**src/rtl/cawt_pkg.sv**
```systemverilog
// Constants and types for the channel arbitration and wide transfer block.
// Assumes one 50 MHz clock; every time below becomes a cycle count of it.
package cawt_pkg;
  localparam int N_SLOTS       = 8;
  localparam int CLK_NS        = 20;
  localparam int ARB_SETTLE_NS = 100;
  localparam int CHAN_INIT_NS  = 1000;
  localparam int REFRESH_NS    = 200;

  function automatic int ceil_cyc(input int ns);
    int c;
    c = (ns + CLK_NS - 1) / CLK_NS;
    return (c < 1) ? 1 : c;
  endfunction

  localparam logic [7:0] ARB_SETTLE_CYC = 8'(ceil_cyc(ARB_SETTLE_NS));
  localparam logic [7:0] CHAN_INIT_CYC  = 8'(ceil_cyc(CHAN_INIT_NS));
  localparam logic [7:0] REFRESH_CYC    = 8'(ceil_cyc(REFRESH_NS));

  localparam logic [3:0] ARB_LEVEL_RST    = 4'hF;
  localparam logic [8:0] REFRESH_ADDR_RST = 9'h000;
  localparam logic [1:0] STATUS_IDLE      = 2'h3;
  localparam logic [3:0] LANES_NONE       = 4'hF;
  localparam logic [3:0] IRQ_NONE         = 4'h0;
  localparam int         N_IRQ_ORDER      = 11;
  localparam logic [3:0] IRQ_ORDER [N_IRQ_ORDER] =
    '{4'h9, 4'hA, 4'hB, 4'hC, 4'hE, 4'hF, 4'h3, 4'h4, 4'h5, 4'h6, 4'h7};

  typedef enum logic [1:0] {SZ8, SZ16, SZ32} cawt_size_type;
  typedef enum logic [1:0] {ARB_OWNED, ARB_WAIT, ARB_SETTLE} cawt_arb_type;
endpackage

```
**src/rtl/cawt_xlate_if.sv**
```systemverilog
// Carrier between the channel control top and its lane sequencer.
// Assumes both ends run on the same clock.
`timescale 1ns/100ps
`default_nettype none
interface cawt_xlate_if;
  logic                   start;
  logic                   advance;
  logic [3:0]             be_n;
  cawt_pkg::cawt_size_type size;
  logic                   step_valid;
  logic [1:0]             step_unit;
  logic                   step_done;
  modport ctl (output start, advance, be_n, size, input step_valid, step_unit, step_done);
  modport seq (input start, advance, be_n, size, output step_valid, step_unit, step_done);
endinterface
`default_nettype wire

```
**src/rtl/cawt_chan_ctl.sv**
```systemverilog
// System-side channel control: ready and size returns, central arbitration,
// last count, interrupt order, slot select, error, init, refresh and lanes.
// Assumes all inputs are synchronous to I_CLK and already resolved wires.
`timescale 1ns/100ps
`default_nettype none
module cawt_chan_ctl (
  // Clock and reset
  input  wire logic        I_CLK,
  input  wire logic        I_SRST,
  // Slot returns
  input  wire logic [7:0]  I_SLOT_READY,
  input  wire logic [7:0]  I_SLOT_WIDE32_N,
  input  wire logic        I_WIDE16_RETURN_N,
  output logic             O_READY_RETURN,
  output logic             O_WIDE32_RETURN_N,
  // Arbitration
  input  wire logic [3:0]  I_ARB_LEVEL,
  input  wire logic        I_CHAN_REQ_N,
  input  wire logic        I_BLOCK_XFER_N,
  input  wire logic [1:0]  I_CYCLE_STATUS_N,
  input  wire logic        I_CMD_N,
  output logic             O_ARB_OR_GRANT,
  output logic [3:0]       O_ARB_WINNER,
  // DMA last count
  input  wire logic        I_DMA_ACTIVE,
  input  wire logic        I_DMA_COUNT_HIT,
  output logic             O_LAST_COUNT_N,
  output logic             O_LAST_COUNT_OE,
  // Interrupt order
  input  wire logic [15:0] I_IRQ_N,
  output logic             O_IRQ_PEND,
  output logic [3:0]       O_IRQ_LEVEL,
  // Configuration select and fatal error
  input  wire logic        I_CFG_ENABLE,
  input  wire logic [2:0]  I_CFG_SLOT,
  output logic [7:0]       O_SLOT_CONFIG_SELECT_N,
  input  wire logic        I_FATAL_ERROR_N,
  input  wire logic        I_FATAL_CLEAR,
  output logic             O_FATAL_SEEN,
  // Channel init and refresh
  input  wire logic        I_LOW_VOLTAGE,
  input  wire logic        I_PROG_INIT,
  output logic             O_CHANNEL_INIT,
  input  wire logic        I_REFRESH_REQ,
  output logic             O_REFRESH_N,
  output logic [8:0]       O_REFRESH_ADDR,
  // Address and lanes
  input  wire logic        I_ADDR_LATCH_N,
  input  wire logic        I_MEM_IO,
  input  wire logic [31:0] I_ADDR,
  output logic [31:0]      O_DECODE_ADDR,
  input  wire logic        I_TRANSLATE_SELECT,
  input  wire logic        I_BYTE_HIGH_N,
  input  wire logic        I_XFER_START,
  input  wire logic [3:0]  I_MASTER_LANE_N,
  output logic [3:0]       O_LANE_ENABLE_N,
  output logic             O_LANE_ENABLE_OE,
  output logic             O_STEP_VALID,
  output logic [1:0]       O_STEP_UNIT,
  output logic             O_STEP_DONE
);
  cawt_pkg::cawt_arb_type arb_r;
  logic [7:0] arb_cnt_r;
  logic       bus_quiet;
  logic [7:0] init_cnt_r;
  logic [7:0] ref_cnt_r;
  logic       cmd_n_q_r;
  logic       addr_latch_n_q_r;
  logic [3:0] irq_lvl_nxt;
  logic       irq_pend_nxt;
  cawt_xlate_if xl ();

  // Returns: combine per-slot lines, registered for a clean output
  always_ff @(posedge I_CLK) begin
    if (I_SRST) begin
      O_READY_RETURN    <= 1'b0;
      O_WIDE32_RETURN_N <= 1'b1;
    end else begin
      O_READY_RETURN    <= &I_SLOT_READY;
      O_WIDE32_RETURN_N <= &I_SLOT_WIDE32_N;
    end
  end

  // Central arbitration; contenders resolve the level themselves on the open-collector bus
  assign bus_quiet = I_CYCLE_STATUS_N == cawt_pkg::STATUS_IDLE && I_BLOCK_XFER_N && I_CMD_N;

  always_ff @(posedge I_CLK) begin
    if (I_SRST) begin
      arb_r          <= cawt_pkg::ARB_OWNED;
      arb_cnt_r      <= 8'h00;
      O_ARB_OR_GRANT <= 1'b0;
      O_ARB_WINNER   <= cawt_pkg::ARB_LEVEL_RST;
    end else begin
      unique case (arb_r)
        cawt_pkg::ARB_OWNED: begin
          if (!I_CHAN_REQ_N) begin
            arb_r <= cawt_pkg::ARB_WAIT;
          end
        end
        cawt_pkg::ARB_WAIT: begin
          if (bus_quiet) begin
            arb_r          <= cawt_pkg::ARB_SETTLE;
            arb_cnt_r      <= 8'h01;
            O_ARB_OR_GRANT <= 1'b1;
          end
        end
        cawt_pkg::ARB_SETTLE: begin
          if (arb_cnt_r == cawt_pkg::ARB_SETTLE_CYC) begin
            arb_r          <= cawt_pkg::ARB_OWNED;
            O_ARB_OR_GRANT <= 1'b0;
            O_ARB_WINNER   <= I_ARB_LEVEL;
          end else begin
            arb_cnt_r <= arb_cnt_r + 8'h01;
          end
        end
      endcase
    end
  end

  // Last count only while DMA owns the channel and a command is active
  always_ff @(posedge I_CLK) begin
    if (I_SRST) begin
      O_LAST_COUNT_N  <= 1'b1;
      O_LAST_COUNT_OE <= 1'b0;
    end else begin
      O_LAST_COUNT_OE <= I_DMA_ACTIVE;
      O_LAST_COUNT_N  <= !(I_DMA_ACTIVE && I_DMA_COUNT_HIT && !I_CMD_N);
    end
  end

  // Interrupt order walks the fixed table; first pending level wins
  always_comb begin
    irq_pend_nxt = 1'b0;
    irq_lvl_nxt  = cawt_pkg::IRQ_NONE;
    for (int i = cawt_pkg::N_IRQ_ORDER - 1; i >= 0; i--) begin
      if (!I_IRQ_N[cawt_pkg::IRQ_ORDER[i]]) begin
        irq_pend_nxt = 1'b1;
        irq_lvl_nxt  = cawt_pkg::IRQ_ORDER[i];
      end
    end
  end

  always_ff @(posedge I_CLK) begin
    if (I_SRST) begin
      O_IRQ_PEND  <= 1'b0;
      O_IRQ_LEVEL <= cawt_pkg::IRQ_NONE;
    end else begin
      O_IRQ_PEND  <= irq_pend_nxt;
      O_IRQ_LEVEL <= irq_lvl_nxt;
    end
  end

  // One select per slot; never two at once
  always_ff @(posedge I_CLK) begin
    if (I_SRST) begin
      O_SLOT_CONFIG_SELECT_N <= 8'hFF;
    end else begin
      O_SLOT_CONFIG_SELECT_N <= I_CFG_ENABLE ? ~(8'h01 << I_CFG_SLOT) : 8'hFF;
    end
  end

  // Set wins over clear so an error in the clearing cycle is kept
  always_ff @(posedge I_CLK) begin
    if (I_SRST) begin
      O_FATAL_SEEN <= 1'b0;
    end else if (!I_FATAL_ERROR_N) begin
      O_FATAL_SEEN <= 1'b1;
    end else if (I_FATAL_CLEAR) begin
      O_FATAL_SEEN <= 1'b0;
    end
  end

  // Channel init: reset release counts as power on; any trigger restarts the minimum
  always_ff @(posedge I_CLK) begin
    if (I_SRST) begin
      init_cnt_r     <= 8'h00;
      O_CHANNEL_INIT <= 1'b1;
    end else if (I_LOW_VOLTAGE || I_PROG_INIT) begin
      init_cnt_r     <= 8'h00;
      O_CHANNEL_INIT <= 1'b1;
    end else if (init_cnt_r != cawt_pkg::CHAN_INIT_CYC) begin
      init_cnt_r     <= init_cnt_r + 8'h01;
      O_CHANNEL_INIT <= 1'b1;
    end else begin
      O_CHANNEL_INIT <= 1'b0;
    end
  end

  // Refresh: fixed-length read strobe, row advances at its end; not a timebase
  always_ff @(posedge I_CLK) begin
    if (I_SRST) begin
      ref_cnt_r      <= 8'h00;
      O_REFRESH_N    <= 1'b1;
      O_REFRESH_ADDR <= cawt_pkg::REFRESH_ADDR_RST;
    end else if (O_REFRESH_N) begin
      if (I_REFRESH_REQ) begin
        O_REFRESH_N <= 1'b0;
        ref_cnt_r   <= 8'h01;
      end
    end else if (ref_cnt_r == cawt_pkg::REFRESH_CYC) begin
      O_REFRESH_N    <= 1'b1;
      O_REFRESH_ADDR <= O_REFRESH_ADDR + 9'h001;
    end else begin
      ref_cnt_r <= ref_cnt_r + 8'h01;
    end
  end

  // Address captured at the latch strobe's leading edge; I/O keeps the low half
  always_ff @(posedge I_CLK) begin
    if (I_SRST) begin
      addr_latch_n_q_r <= 1'b1;
      cmd_n_q_r        <= 1'b1;
      O_DECODE_ADDR    <= 32'h00000000;
    end else begin
      addr_latch_n_q_r <= I_ADDR_LATCH_N;
      cmd_n_q_r        <= I_CMD_N;
      if (addr_latch_n_q_r && !I_ADDR_LATCH_N) begin
        O_DECODE_ADDR <= I_MEM_IO ? I_ADDR : {16'h0000, I_ADDR[15:0]};
      end
    end
  end

  // Translator lanes for narrow masters; contiguous by construction
  always_ff @(posedge I_CLK) begin
    if (I_SRST) begin
      O_LANE_ENABLE_N  <= cawt_pkg::LANES_NONE;
      O_LANE_ENABLE_OE <= 1'b0;
    end else begin
      O_LANE_ENABLE_OE <= I_TRANSLATE_SELECT;
      if (I_TRANSLATE_SELECT) begin
        O_LANE_ENABLE_N <= I_ADDR[1] ? {I_BYTE_HIGH_N, I_ADDR[0], 2'h3}
                                     : {2'h3, I_BYTE_HIGH_N, I_ADDR[0]};
      end else begin
        O_LANE_ENABLE_N <= cawt_pkg::LANES_NONE;
      end
    end
  end

  // Split steps advance at each command end; size comes from the slot returns
  assign xl.start   = I_XFER_START;
  assign xl.advance = !cmd_n_q_r && I_CMD_N;
  assign xl.be_n    = I_MASTER_LANE_N;
  assign xl.size    = !O_WIDE32_RETURN_N ? cawt_pkg::SZ32 :
                      !I_WIDE16_RETURN_N ? cawt_pkg::SZ16 : cawt_pkg::SZ8;

  cawt_lane_seq u_lane_seq (
    .i_clk  (I_CLK),
    .i_srst (I_SRST),
    .sq     (xl.seq)
  );

  assign O_STEP_VALID = xl.step_valid;
  assign O_STEP_UNIT  = xl.step_unit;
  assign O_STEP_DONE  = xl.step_done;
endmodule
`default_nettype wire

```
**src/rtl/cawt_lane_seq.sv**
```systemverilog
// Splits one wide transfer into byte or halfword steps for narrow slaves.
// Assumes start and advance are single-cycle pulses from the top.
`timescale 1ns/100ps
`default_nettype none
module cawt_lane_seq (
  input  wire logic  i_clk,
  input  wire logic  i_srst,
  cawt_xlate_if.seq  sq
);
  logic [3:0] pend_r;
  logic [3:0] pend_nxt;
  logic [3:0] units;
  logic       valid_r;
  logic [1:0] unit_r;
  logic       done_r;

  function automatic logic [1:0] low_idx(input logic [3:0] m);
    logic [1:0] k;
    k = 2'h0;
    for (int i = 3; i >= 0; i--) begin
      if (m[i]) begin
        k = 2'(i);
      end
    end
    return k;
  endfunction

  always_comb begin
    unique case (sq.size)
      cawt_pkg::SZ8:  units = ~sq.be_n;
      cawt_pkg::SZ16: units = {2'h0, ~&sq.be_n[3:2], ~&sq.be_n[1:0]};
      cawt_pkg::SZ32: units = {3'h0, ~&sq.be_n};
      default:        units = 4'h0;
    endcase
  end

  // New starts are ignored until the running split has drained
  always_comb begin
    pend_nxt = pend_r;
    if (sq.start && pend_r == 4'h0) begin
      pend_nxt = units;
    end else if (sq.advance && pend_r != 4'h0) begin
      pend_nxt = pend_r & ~(4'h1 << low_idx(pend_r));
    end
  end

  always_ff @(posedge i_clk) begin
    if (i_srst) begin
      pend_r  <= 4'h0;
      valid_r <= 1'b0;
      unit_r  <= 2'h0;
      done_r  <= 1'b0;
    end else begin
      pend_r  <= pend_nxt;
      valid_r <= pend_nxt != 4'h0;
      unit_r  <= low_idx(pend_nxt);
      done_r  <= pend_r != 4'h0 && pend_nxt == 4'h0;
    end
  end

  assign sq.step_valid = valid_r;
  assign sq.step_unit  = unit_r;
  assign sq.step_done  = done_r;
endmodule
`default_nettype wire

```
**config.mk**
```make
export PLATFORM = sky130hd
export DESIGN_NAME = cawt_chan_ctl
export DESIGN_NICKNAME = d
export VERILOG_FILES = /design/src/rtl/cawt_pkg.sv /design/src/rtl/cawt_xlate_if.sv /design/src/rtl/cawt_chan_ctl.sv /design/src/rtl/cawt_lane_seq.sv
export SDC_FILE = /design/constraint.sdc
export NUM_CORES = 1
export LEC_CHECK = 0
export BUFFER_PORTS_ARGS = -buffer_cell sky130_fd_sc_hd__buf_2
export CAP_MARGIN = 15
export CORE_ASPECT_RATIO = 1.4
export CORE_MARGIN = 10
export CORE_UTILIZATION = 40
export CTS_BUF_LIST = sky130_fd_sc_hd__clkbuf_4 sky130_fd_sc_hd__clkbuf_8
export DETAILED_ROUTE_END_ITERATION = 10
export GPL_TIMING_DRIVEN = 0
export PLACE_DENSITY_LB_ADDON = 0.08
export SLEW_MARGIN = 0
export SYNTH_ARGS = -nofsm -noshare
export SYNTH_HDL_FRONTEND = slang
export SYNTH_SLANG_ARGS = --single-unit
```
**constraint.sdc**
```tcl
create_clock -name I_CLK -period 3.7 [get_ports I_CLK]
set_input_delay 0.37 -clock I_CLK [delete_from_list [all_inputs] [get_ports I_CLK]]
set_output_delay 0.37 -clock I_CLK [all_outputs]
set_load 0.005 [all_outputs]
```
Word level (Yosys, flattened, before mapping) --
Cells that the tools add are included.
Cells by class: muxes and demuxes 56, reduce and logical (&&, ||, !) cells 43, bitwise logic cells 11, $add $sub $neg 4, equal/unequal tests 15, shifts and indexed selects 2
Operator list (number):
- 4-bit two-way mux | 12
- 8-bit two-way mux | 5
- 32-bit two-way mux | 1
- 8-bit by 1-bit adder with 8-bit output (second input constant) | 3
- 2-bit two-way mux | 12
- 1-bit two-way mux | 21
- 8-bit case mux with 2 select lines | 1
- 8-bit AND reduction | 2
- 2-bit != test (second input constant) | 6
- 4-bit case mux with 3 select lines | 1
- 2-bit AND reduction | 5
- 9-bit by 1-bit adder with 9-bit output (second input constant) | 1
- 1-bit logical AND | 9
- 3-bit AND reduction | 3
- 3-bit OR reduction | 3
- 8-bit by 3-bit == test with 1-bit output (second input constant) | 1
- 8-bit by 4-bit == test with 1-bit output (second input constant) | 1
- 4-bit zero test | 2
- 8-bit by 6-bit != test with 1-bit output (second input constant) | 1
- 4-bit inverter | 2
- 8-bit inverter | 1
- 4-bit nonzero test | 2
- 2-bit OR reduction | 4
- 1-bit by 3-bit << shifter with 8-bit output (first input constant) | 1
- other kinds (15) | 31
Storage, ports and cells: input port bits 96, logic and storage cells 161, output and inout port bits 75, flip-flop bits (word level) 107

Logic depth before layout (Yosys ltp) --
Gate-level depths: netlist of run 1.
word-level depth 14, depth in mapped cells 8, depth with buffers taken out 7

Hierarchy --
Synthesis of run 1 repeated with hierarchy kept, for this count alone.
Unflattened totals: cells, all modules 510, area, all modules 4510.6 um^2
Modules (own cells, without submodules):
- cawt_chan_ctl | sequential area each 1981.9 um^2, area an instance 4088.9 um^2, cells an instance 464, instances 1
- cawt_lane_seq | sequential area each 160.2 um^2, area an instance 421.7 um^2, cells an instance 46, instances 1

Worst setup path before layout of run 1 --
OpenSTA, ideal clock, no wires.
path kind flip-flop to flip-flop, start reg arb_cnt_r[1], end reg arb_cnt_r[3], cell stages (with the launch flop) 9, setup time 0.115 ns, data arrival time 1.452 ns, buffers on the path 1, slack 2.132 ns, required time 3.585 ns, clock period less this slack 1.568 ns, cells stage by stage dfxtp_1 inv_1 ha_1 and4bb_4 and3_4 buf_6 nor3_1 xnor2_1 nor2_1
On the way: word-level cells in the longest chain between the ends 3, elaborated cells on any way between the ends 6, those cells by class add/sub (1); eq/ne (2); mux (2); reduce/logical (1)
Ends and longest elaborated chain:
- start, declared | line cawt_chan_ctl.sv:63 | logic [7:0] arb_cnt_r;
- start signal, assigned | line cawt_chan_ctl.sv:113 | arb_cnt_r <= arb_cnt_r + 8'h01;
- 8-bit by 1-bit adder with 8-bit output / 8-bit by 3-bit == test with 1-bit output (equally long branches) | line cawt_chan_ctl.sv:113, cawt_chan_ctl.sv:108
- 8-bit two-way mux / 2-bit != test (equally long branches)
- 8-bit case mux with 2 select lines / 3-bit AND reduction (equally long branches)
Several ways; a longest one is shown, not always the timed one. The select of a mux whose other input is x is not followed. A chain may end at the register's enable or synchronous reset.

Worst setup path in the final report of run 1 --
start reg ref_cnt_r[0], end reg ref_cnt_r[4]
On the way: word-level cells in the longest chain between the ends 3, elaborated cells on any way between the ends 6, those cells by class add/sub (1); eq/ne (2); mux (2); reduce/logical (1)
Ends and longest elaborated chain:
- start, declared | line cawt_chan_ctl.sv:66 | logic [7:0] ref_cnt_r;
- start signal, assigned | line cawt_chan_ctl.sv:204 | ref_cnt_r <= ref_cnt_r + 8'h01;
- 8-bit by 1-bit adder with 8-bit output / 8-bit by 4-bit == test with 1-bit output (equally long branches) | line cawt_chan_ctl.sv:204, cawt_chan_ctl.sv:200
- 8-bit two-way mux / 2-bit != test (equally long branches)
- 8-bit two-way mux / 2-bit AND reduction (equally long branches)
Several ways; a longest one is shown, not always the timed one. The select of a mux whose other input is x is not followed.

==> flow_metrics.tcl, run 1 <==
set metrics [dict create \
    outcome "finished, final reports clean" \
    stdcell_area_um2 5560 \
    r2r-end "ref_cnt_r[4]" \
    drcViolationCount 0 \
    worstPathMaxFanout 5 \
    endpoint_kind "flip-flop" \
    leakage_nw 2.40 \
    finalHoldViolCount 0 \
    synthAdderAreaFrac 0.0317 \
    holdBufCountCts 0 \
    n_antenna_cell 0 \
    r2r_setup_slack_ps 1880 \
    max-cap-violations 0 \
    drtIter0Drc 70 \
    io_pins 171 \
    synth-seq-area-share 0.494 \
    vias 3972 \
    ys_async_sr_fraction 0 \
    grt_pass1_wl_um 19500 \
    wl_um 12200 \
    routedWlPerCell_um 15.0 \
    final_util 0.529 \
    worstMarginPinSlew_ps 623 \
    cp.required_ps 3960 \
    detail-route-antenna-nets 0 \
    dpl.hpwl_um 9620 \
    postPlaceCellArea_um2 5330 \
    ff2ff_path_depth 7 \
    start_util 0.413 \
    hold_start "I_FATAL_ERROR_N" \
    cts_resized 0 \
    cts_made_buffers 9 \
    avgSynthCellArea_um2 8.75 \
    die_height_um 143 \
    drive_gt1_frac 0.294 \
    max-vdd-ir-drop_mv 0.199 \
    start_kind "flip-flop" \
    crit_arrival_ps 2080 \
    timing.rr.start "ref_cnt_r[0]" \
    cts_max_level 3 \
    setup_violations 0 \
    ys.warnings.count 0 \
    drv_slew 0 \
    slew_headroom 0.585 \
    power.density_nw_per_um2 430 \
    grt_overflow 0 \
    final_nets 778 \
    ys_seq_elements 107 \
    gp_congestion 0.782 \
    timing.fmax_ghz 0.549 \
    hold_end "O_FATAL_SEEN" \
    num_rows 44 \
    synth_top_family_by_area "simple AND/OR/NAND/NOR gates" \
    mappedNetlistNets 603 \
    coreArea_um2 10500 \
    hold_depth 2 \
    clkTransAtPathRegs_ps 100 \
    finalCritPeriodShare 0.492 \
    die-area_um2 15500 \
    portBuffers 164 \
    synth_mux_area_frac 0.00807 \
    areaGrowthSynthToFinish_pct 28.2 \
    fin_setup_tns_ps 0 \
    yosysUniqueCellTypes 54 \
    cts_tree "built" \
    root_buffer "clkbuf_8" \
    insertion_delay_ps 370 \
    grt_start_max_net_pins 17 \
    ys.flop_type "dfxtp_1" \
    synth_edf_count 0 \
    clk_path_buf_depth 2 \
    first_global_vias 4090 \
    antenna_found_initial 0 \
    hp-class "primary input to flip-flop" \
    power.total_w 0.00239 \
    yosys.area_share.simple 0.283 \
    vias_per_cell 4.88 \
    netlist_area_um2 4340 \
    cts.sink_count 107 \
    first_pass_iters 4 \
    fp.dieW_um 108 \
    rsz0062_at_grt "no" \
    grt.total_usage 0.156 \
    period_needed_ps 1820 \
    clock_skew_ps 6.83 \
    post_cts_buffers 0 \
    netlist_instances 496 \
    synth-xor-area-share 0.0505 \
    worstSetupPathType "flip-flop to flip-flop" \
    synth-compound-area-share 0.105 \
]
-- worst max path at each step --
stage / start / to / slack [ps] / cells after the start
6_report: ref_cnt_r[0] / ref_cnt_r[4] / 1880 / 7
5_1_grt: ref_cnt_r[0] / ref_cnt_r[4] / 1690 / 7
4_1_cts: I_SRST / O_DECODE_ADDR[31] / 1800 / 5
3_5_place_dp: I_SRST / O_DECODE_ADDR[1] / 1410 / 5
3_3_place_gp: I_SRST / u_lane_seq.pend_r[1] / 1360 / 5
2_1_floorplan: arb_cnt_r[1] / arb_cnt_r[3] / 2130 / 8
-- registers in the layout (all words and copies together) (netlist names), 2 cells and up --
| signal | count |
|---|---|
| O_ARB_WINNER | 4 |
| O_DECODE_ADDR | 32 |
| O_IRQ_LEVEL | 4 |
| O_LANE_ENABLE_N | 4 |
| O_REFRESH_ADDR | 9 |
| O_SLOT_CONFIG_SELECT_N | 8 |
| arb_cnt_r | 8 |
| arb_r | 2 |
| init_cnt_r | 8 |
| ref_cnt_r | 8 |
| u_lane_seq.pend_r | 4 |
| u_lane_seq.sq.step_unit | 2 |
-- synthesized netlist by cell type, drive strengths merged, types with 2 or more instances --
cell	n	area, um2
nand2b	9	56.3
ha	11	138
nand3	29	150
or2	4	25.0
inv	9	33.8
and4bb	2	28.8
a211o	3	26.3
and3	6	42.5
nor2b	9	56.3
buf	3	22.5
or3	5	31.3
dfxtp	107	2140
xnor2	9	78.8
nand3b	6	45.0
and2	3	20.0
o31ai	2	15.0
a21oi	48	240
xor2	16	140
o21ai	8	40.0
nand2	88	330
mux2i	2	20.0
nor2	44	165
nor3	10	55.1
o21a	2	15.0
nand4	17	106
o2111ai	2	17.5
nor3b	2	20.0
a211oi	3	22.5
nor4b	2	30.0
nor4	2	27.5
a31oi	2	12.5
clkbuf	18	67.6
-- per-layer routing --
metal | share of wire | global-route usage | vias up
met3 | 0.081 | 0.0635 | 9
met4 | 0.011 | 0.0501 | 0
met2 | 0.53 | 0.280 | 110
met1 | 0.38 | 0.160 | 1819
li1 | - | - | 2034
met5 | 0 | 0 | -
-- placed cells by master, fill, tap and decap left out, types with 2 or more instances in the layout --
cell type,n
o21a_1,2
bufinv_16,2
ha_1,11
and2_1,2
or2_2,4
nand4_1,17
a31oi_1,2
xnor2_1,9
nor3_1,9
a211oi_1,3
nor2_1,44
o21ai_0,8
xor2_1,16
nand2b_1,9
nor4b_2,2
nor2b_1,9
nand3_1,28
o2111ai_1,2
clkbuf_1,18
clkbuf_8,11
dfxtp_1,107
o31ai_1,2
mux2i_1,2
buf_2,164
inv_1,9
a21oi_1,48
a211o_1,3
nand2_1,88
nand3b_1,6
and3_1,5
or3_1,5
-- final cells by class --
| class | count | area, um2 |
|---|---|---|
| fill | 1018 | 4950 |
| sequential | 107 | 2140 |
| multi-input combinational | 359 | 2070 |
| timing repair buffer | 164 | 821 |
| tap | 138 | 173 |
| clock buffer | 12 | 159 |
| buffer | 21 | 90.1 |
| clock inverter | 4 | 72.6 |
| inverter | 9 | 33.8 |
-- per-stage QoR --
step	hold slack, ps	instances	worst slack [ps]
final	172	814	1880
after global routing	147	814	1690
after detailed placement	442	798	1410
after global placement	435	798	1360
after floorplan	432	496	2130
after CTS	147	814	1800
-- cell families after synthesis --
kind of cell,count (synthesis)
fa+ha+maj,11
xor+xnor,25
simple gates,242
compound gates,78
mux,3
buf+inv,30
flops,107
-- where the power goes --
part	internal (W)	switching (W)	leakage [nW]
registers	0.00120	0.0000359	0.873
logic	0.000156	0.000187	1.42
clock network	0.000425	0.000386	0.116
-- worst max-delay path: stages, from the launching register on --
cell and delay, ps:
dfxtp_1 420, inv_1 60, ha_1 190, nor4b_2 160
a21boi_0 490, nand4_1 180, xor2_1 160, nor2_1 50
No activity file was read; power rests on OpenSTA's default activity.
==> run 2, diff against run 1 <==
==> constraint.sdc (replaced) <==
create_clock -name I_CLK -period 1.7 [get_ports I_CLK]
set_input_delay 0.17 -clock I_CLK [delete_from_list [all_inputs] [get_ports I_CLK]]
set_output_delay 0.17 -clock I_CLK [all_outputs]
set_load 0.005 [all_outputs]
==> flow_metrics.tcl, run 2 (synthesis gave the netlist of run 1 again) <==
set metrics [dict create \
    outcome "finished, final reports clean" \
    timing.fmax_ghz 0.622 \
    largest_reg_flops 32 \
    clock_skew_ps 10.2 \
    portBuffers 164 \
    timing.rr.start "arb_r[0]" \
    ff2ff_path_depth 6 \
    first_pass_iters 4 \
    hold_end "O_READY_RETURN" \
    die_height_um 143 \
    areaGrowthSynthToFinish_pct 33.7 \
    period_needed_ps 1610 \
    cp.required_ps 2000 \
    met3_usage 0.0635 \
    vias_per_cell 4.87 \
    critical_path.cell_chain "inv_1, ha_2, mux2_4, nand4_1, or3_1, a21oi_1" \
    hp-class "primary input to flip-flop" \
    num_rows 44 \
    r2r_setup_slack_ps 90 \
    startpoint "arb_r[0]" \
    cts_tree "built" \
    io_pins 171 \
    top_register "O_DECODE_ADDR" \
    cts.sink_count 107 \
    hold_slack_ps 20.7 \
    detail-route-antenna-nets 0 \
    clkTransAtPathRegs_ps 90 \
    first_global_vias 4139 \
    grtUsageMet2 0.282 \
    grt_pass1_wl_um 19700 \
    drcViolationCount 0 \
    dpl.hpwl_um 9620 \
    critPathMaxStageDelay_ps 370 \
    finalHoldViolCount 0 \
    leakage_nw 2.49 \
    power.density_nw_per_um2 910 \
    die-area_um2 15500 \
    grt_start_max_net_pins 17 \
    cpMaxStageDelayCell "or3_1" \
    cts_max_level 3 \
    drtIter0Drc 93 \
    coreArea_um2 10500 \
    rsz0062_at_grt "no" \
    grt_overflow 0 \
    n_antenna_cell 0 \
    start_kind "flip-flop" \
    wl_um 12500 \
    cts_made_buffers 9 \
    worstMarginPinSlew_ps 634 \
    finalWorstSetupSlack_ps 93.2 \
    pre_cts_ws_ps -390 \
    routedWlPerCell_um 15.0 \
    final_common_cell "buf_2" \
    root_buffer "clkbuf_8" \
    slew_headroom 0.577 \
    antenna_found_initial 0 \
    worstSetupPathType "flip-flop to flip-flop" \
    crit_arrival_ps 1910 \
    insertion_delay_ps 370 \
    start_util 0.413 \
    r2r-end "arb_cnt_r[7]" \
    busiest_layer "met2" \
    hold_depth 3 \
    reg_top3 "O_DECODE_ADDR (32), O_REFRESH_ADDR (9)" \
    finalCritPeriodShare 0.945 \
    grt_use_met1 0.162 \
    max-vdd-ir-drop_mv 0.433 \
    hold_start "I_SLOT_READY[1]" \
    final_nets 796 \
    gp_congestion 0.782 \
    clk_path_buf_depth 2 \
    setup_violations 0 \
    grt.total_usage 0.158 \
    final_cell_mix "buf_2 (164), dfxtp_1 (102), nand2_1 (88)" \
    worstPathMaxFanout 5 \
    drv_slew 0 \
    vias 4048 \
    max-cap-violations 0 \
    fp.dieW_um 108 \
    endpoint_kind "flip-flop" \
    drive_gt1_frac 0.320 \
]
==> run 2: changes by cell type in the layout (fill, tap and decap cells not counted), sizes merged <==
cell,delta
dlygate4sd3,+10
buf,+8
==> run 2: worst max-delay path, delay by kind of cell (launching register included) <==
| family | cells | cell delay (ps) |
|---|---|---|
| mux | 1 | 200 |
| fa+ha+maj | 1 | 270 |
| compound gates | 1 | 150 |
| buf+inv | 1 | 110 |
| simple gates | 2 | 480 |
| flops | 1 | 340 |
==> run 2: how the worst max path moves through the flow <==
| stage | slack [ps] | depth (start not counted) | end |
|---|---|---|---|
| 2_1_floorplan | 130 | 8 | arb_cnt_r[3] |
| 3_3_place_gp | -440 | 5 | u_lane_seq.pend_r[1] |
| 3_5_place_dp | -390 | 5 | O_DECODE_ADDR[1] |
| 4_1_cts | 2 | 8 | arb_cnt_r[5] |
| 5_1_grt | 3 | 8 | O_REFRESH_ADDR[5] |
| 6_report | 90 | 6 | arb_cnt_r[7] |
==> run 2: layout make-up <==
cell class | instances | area [um2]
inverters | 9 | 33.8
fillers | 997 | 4720
flip-flops and latches | 107 | 2160
clock inverters | 4 | 72.6
multi-input cells | 359 | 2130
repair buffers | 182 | 981
clock buffers | 12 | 159
plain buffers | 21 | 96.3
well taps | 138 | 173
==> run 2: per-layer routing <==
metal | part of all wire | wire [um] | up-vias
li1 | - | - | 2070
met1 | 0.38 | 4800 | 1857
met2 | 0.53 | 6560 | 107
met3 | 0.076 | 949 | 14
met4 | 0.013 | 157 | 0
met5 | 0 | 0 | -
==> run 2: metrics by stage <==
stage / TNS [ps] / instances / area [um2] / total power, W / util
finish: 0 / 832 / 5800 / 0.00528 / 0.552
global route: 0 / 832 / 5800 / 0.00557 / 0.552
CTS: 0 / 824 / 5670 / 0.00531 / 0.540
detailed placement: -10680 / 798 / 5330 / 0.00351 / 0.507
global placement: -12660 / 798 / 5330 / 0.00349 / 0.507
floorplan: 0 / 496 / 4340 / 0.00319 / -
==> run 2: repair_timing <==
action                     CTS  global route
pin swaps                    0             3
setup buffers                0             8
hold endpoints to repair    11             0
setup endpoints to repair   10            27
gates resized for setup      4            21
hold buffers                10             0
==> run 2: where the power goes <==
group / internal [W] / switching (W) / total, W / leakage (nW)
Sequential: 0.00262 / 0.0000778 / 0.00270 / 0.876
Clock: 0.000925 / 0.000839 / 0.00176 / 0.116
Combinational: 0.000384 / 0.000429 / 0.000813 / 1.50
Total: 0.00393 / 0.00135 / 0.00528 / 2.49
==> run 3, diff against run 2 <==
--- a/config.mk
+++ b/config.mk
@@ -13,8 +13,9 @@
 export CTS_BUF_LIST = sky130_fd_sc_hd__clkbuf_4 sky130_fd_sc_hd__clkbuf_8
 export DETAILED_ROUTE_END_ITERATION = 10
 export GPL_TIMING_DRIVEN = 0
+export HOLD_SLACK_MARGIN = 0.06
 export PLACE_DENSITY_LB_ADDON = 0.08
-export SLEW_MARGIN = 0
+export SLEW_MARGIN = 15
 export SYNTH_ARGS = -nofsm -noshare
 export SYNTH_HDL_FRONTEND = slang
 export SYNTH_SLANG_ARGS = --single-unit
==> flow_metrics.tcl, run 3 (synthesis gave the netlist of run 1 again) <==
set metrics [dict create \
    outcome "finished, final reports clean" \
    n_antenna_cell 0 \
    root_buffer "clkbuf_8" \
    wl_um 13100 \
    hp-class "primary input to flip-flop" \
    first_global_vias 4380 \
    r2r-end "arb_cnt_r[7]" \
    fin_setup_tns_ps 0 \
    period_needed_ps 1610 \
    cts_max_level 3 \
    endpoint_kind "flip-flop" \
    pwr-share-comb 0.165 \
    finalCritPeriodShare 0.945 \
    dpl.hpwl_um 9620 \
    drtIter0Drc 94 \
    drcViolationCount 0 \
    pwr-share-seq 0.505 \
    gp_congestion 0.782 \
    die_height_um 143 \
    leakage_nw 2.66 \
    vias_per_cell 4.82 \
    largest_reg_flops 32 \
    start_kind "flip-flop" \
    swShare 0.255 \
    final_nets 840 \
    hold_start "I_ADDR[27]" \
    top_register "O_DECODE_ADDR" \
    cts.sink_count 107 \
    clk_path_buf_depth 2 \
    fill_cells 941 \
    stdcell_area_um2 6250 \
    worstSetupPathType "flip-flop to flip-flop" \
    rsz0062_at_grt "no" \
    hold_depth 3 \
    fp.dieW_um 108 \
    die-area_um2 15500 \
    final_cell_mix "buf_2 (164), dfxtp_1 (102), nand2_1 (88)" \
    power.density_nw_per_um2 856 \
    p_int_w 0.00399 \
    grt_overflow 0 \
    final_common_cell "buf_2" \
    io_pins 171 \
    grt.total_usage 0.168 \
    slew_headroom 0.583 \
    dp.cells 798 \
    reg_top3 "O_DECODE_ADDR (32), O_REFRESH_ADDR (9)" \
    vias 4221 \
    worstMarginPinSlew_ps 625 \
    timing.rr.start "arb_r[0]" \
    ff2ff_path_depth 6 \
    num_rows 44 \
    hold_end "O_DECODE_ADDR[27]" \
    cp.required_ps 2000 \
    clkTransAtPathRegs_ps 90 \
    grt_start_max_net_pins 17 \
    final_cells 876 \
    coreArea_um2 10500 \
    start_util 0.413 \
    timing.fmax_ghz 0.623 \
    max-vdd-ir-drop_mv 0.447 \
    insertion_delay_ps 370 \
    grt_pass1_wl_um 21000 \
    p_sw_w 0.00136 \
    clkPwrFrac 0.330 \
    r2r_setup_slack_ps 90 \
    finalHoldViolCount 0 \
    postPlaceCellArea_um2 5330 \
    worstPathMaxFanout 5 \
    drv_slew 0 \
    cts_made_buffers 9 \
    antenna_found_initial 0 \
    areaGrowthSynthToFinish_pct 44.1 \
    drive_gt1_frac 0.298 \
    detail-route-antenna-nets 0 \
    crit_arrival_ps 1910 \
    cts_tree "built" \
    first_pass_iters 4 \
    portBuffers 164 \
    routedWlPerCell_um 15.0 \
    max-cap-violations 0 \
    setup_violations 0 \
    clock_skew_ps 8.65 \
]
run 3: cell types whose count changed in the layout (fill, tap and decap cells not counted):
cell / change
dlygate4sd3_1: +47
o21ai_1: +1
buf_4: -2
clkbuf_1: -1
o21ai_0: -1
run 3: power by group through the flow:
stage | Clock [W] | Sequential [W] | Combinational [W]
5_1_grt | 0.00194 | 0.00272 | 0.000994
3_3_place_gp | 0 | 0.00275 | 0.000741
2_1_floorplan | 0 | 0.00275 | 0.000438
6_report | 0.00177 | 0.00270 | 0.000882
4_1_cts | 0.00183 | 0.00270 | 0.000855
3_5_place_dp | 0 | 0.00275 | 0.000756
run 3: metrics by stage:
| step | utilization | power [W] | hold slack (ps) | setup slack (ps) |
|---|---|---|---|---|
| final | 0.594 | 0.00535 | 74.6 | 94.1 |
| after global routing | 0.594 | 0.00565 | 62.3 | 3.20 |
| after CTS | 0.583 | 0.00538 | 61.2 | 2.49 |
| after detailed placement | 0.507 | 0.00351 | 354 | -390 |
| after global placement | 0.507 | 0.00349 | 347 | -441 |
| after floorplan | - | 0.00319 | 232 | 132 |
run 3: worst max-delay path, stage by stage (launching register included):
cell	delay, ps
dfxtp_1	340
inv_1	110
ha_2	270
mux2_4	200
nand4_1	110
or3_1	370
a21oi_1	150
run 3: worst max-delay path by stage:
stage | endpoint | startpoint | slack [ps]
3_5_place_dp | O_DECODE_ADDR[1] | I_SRST | -390
3_3_place_gp | u_lane_seq.pend_r[1] | I_SRST | -440
5_1_grt | O_REFRESH_ADDR[5] | ref_cnt_r[0] | 3
4_1_cts | arb_cnt_r[5] | arb_cnt_r[1] | 2
6_report | arb_cnt_r[7] | arb_r[0] | 90
2_1_floorplan | arb_cnt_r[3] | arb_cnt_r[1] | 130
run 3: metal layers:
metal	vias up	wire length, um	GRT usage
li1	2163	-	-
met3	14	877	0.0586
met1	1938	5010	0.172
met5	-	0	0
met2	106	7030	0.307
met4	0	179	0.0536
run 3: what timing repair did:
item / in CTS / in global routing
endpoints found under the setup margin: 10 / 28
hold buffers: 56 / 1
buffers inserted: 0 / 6
pin swaps: 0 / 3
endpoints found under the hold margin: 50 / 1
gates resized for setup: 4 / 22
run 3: cell type report:
| cell class | count | area [um2] | area share |
|---|---|---|---|
| plain buffers | 20 | 92.6 | 0.0148 |
| multi-input cells | 359 | 2130 | 0.340 |
| well taps | 138 | 173 | 0.0276 |
| clock buffers | 12 | 159 | 0.0254 |
| flip-flops and latches | 107 | 2160 | 0.345 |
| inverters | 9 | 33.8 | 0.00540 |
| repair buffers | 227 | 1440 | 0.230 |
| clock inverters | 4 | 72.6 | 0.0116 |
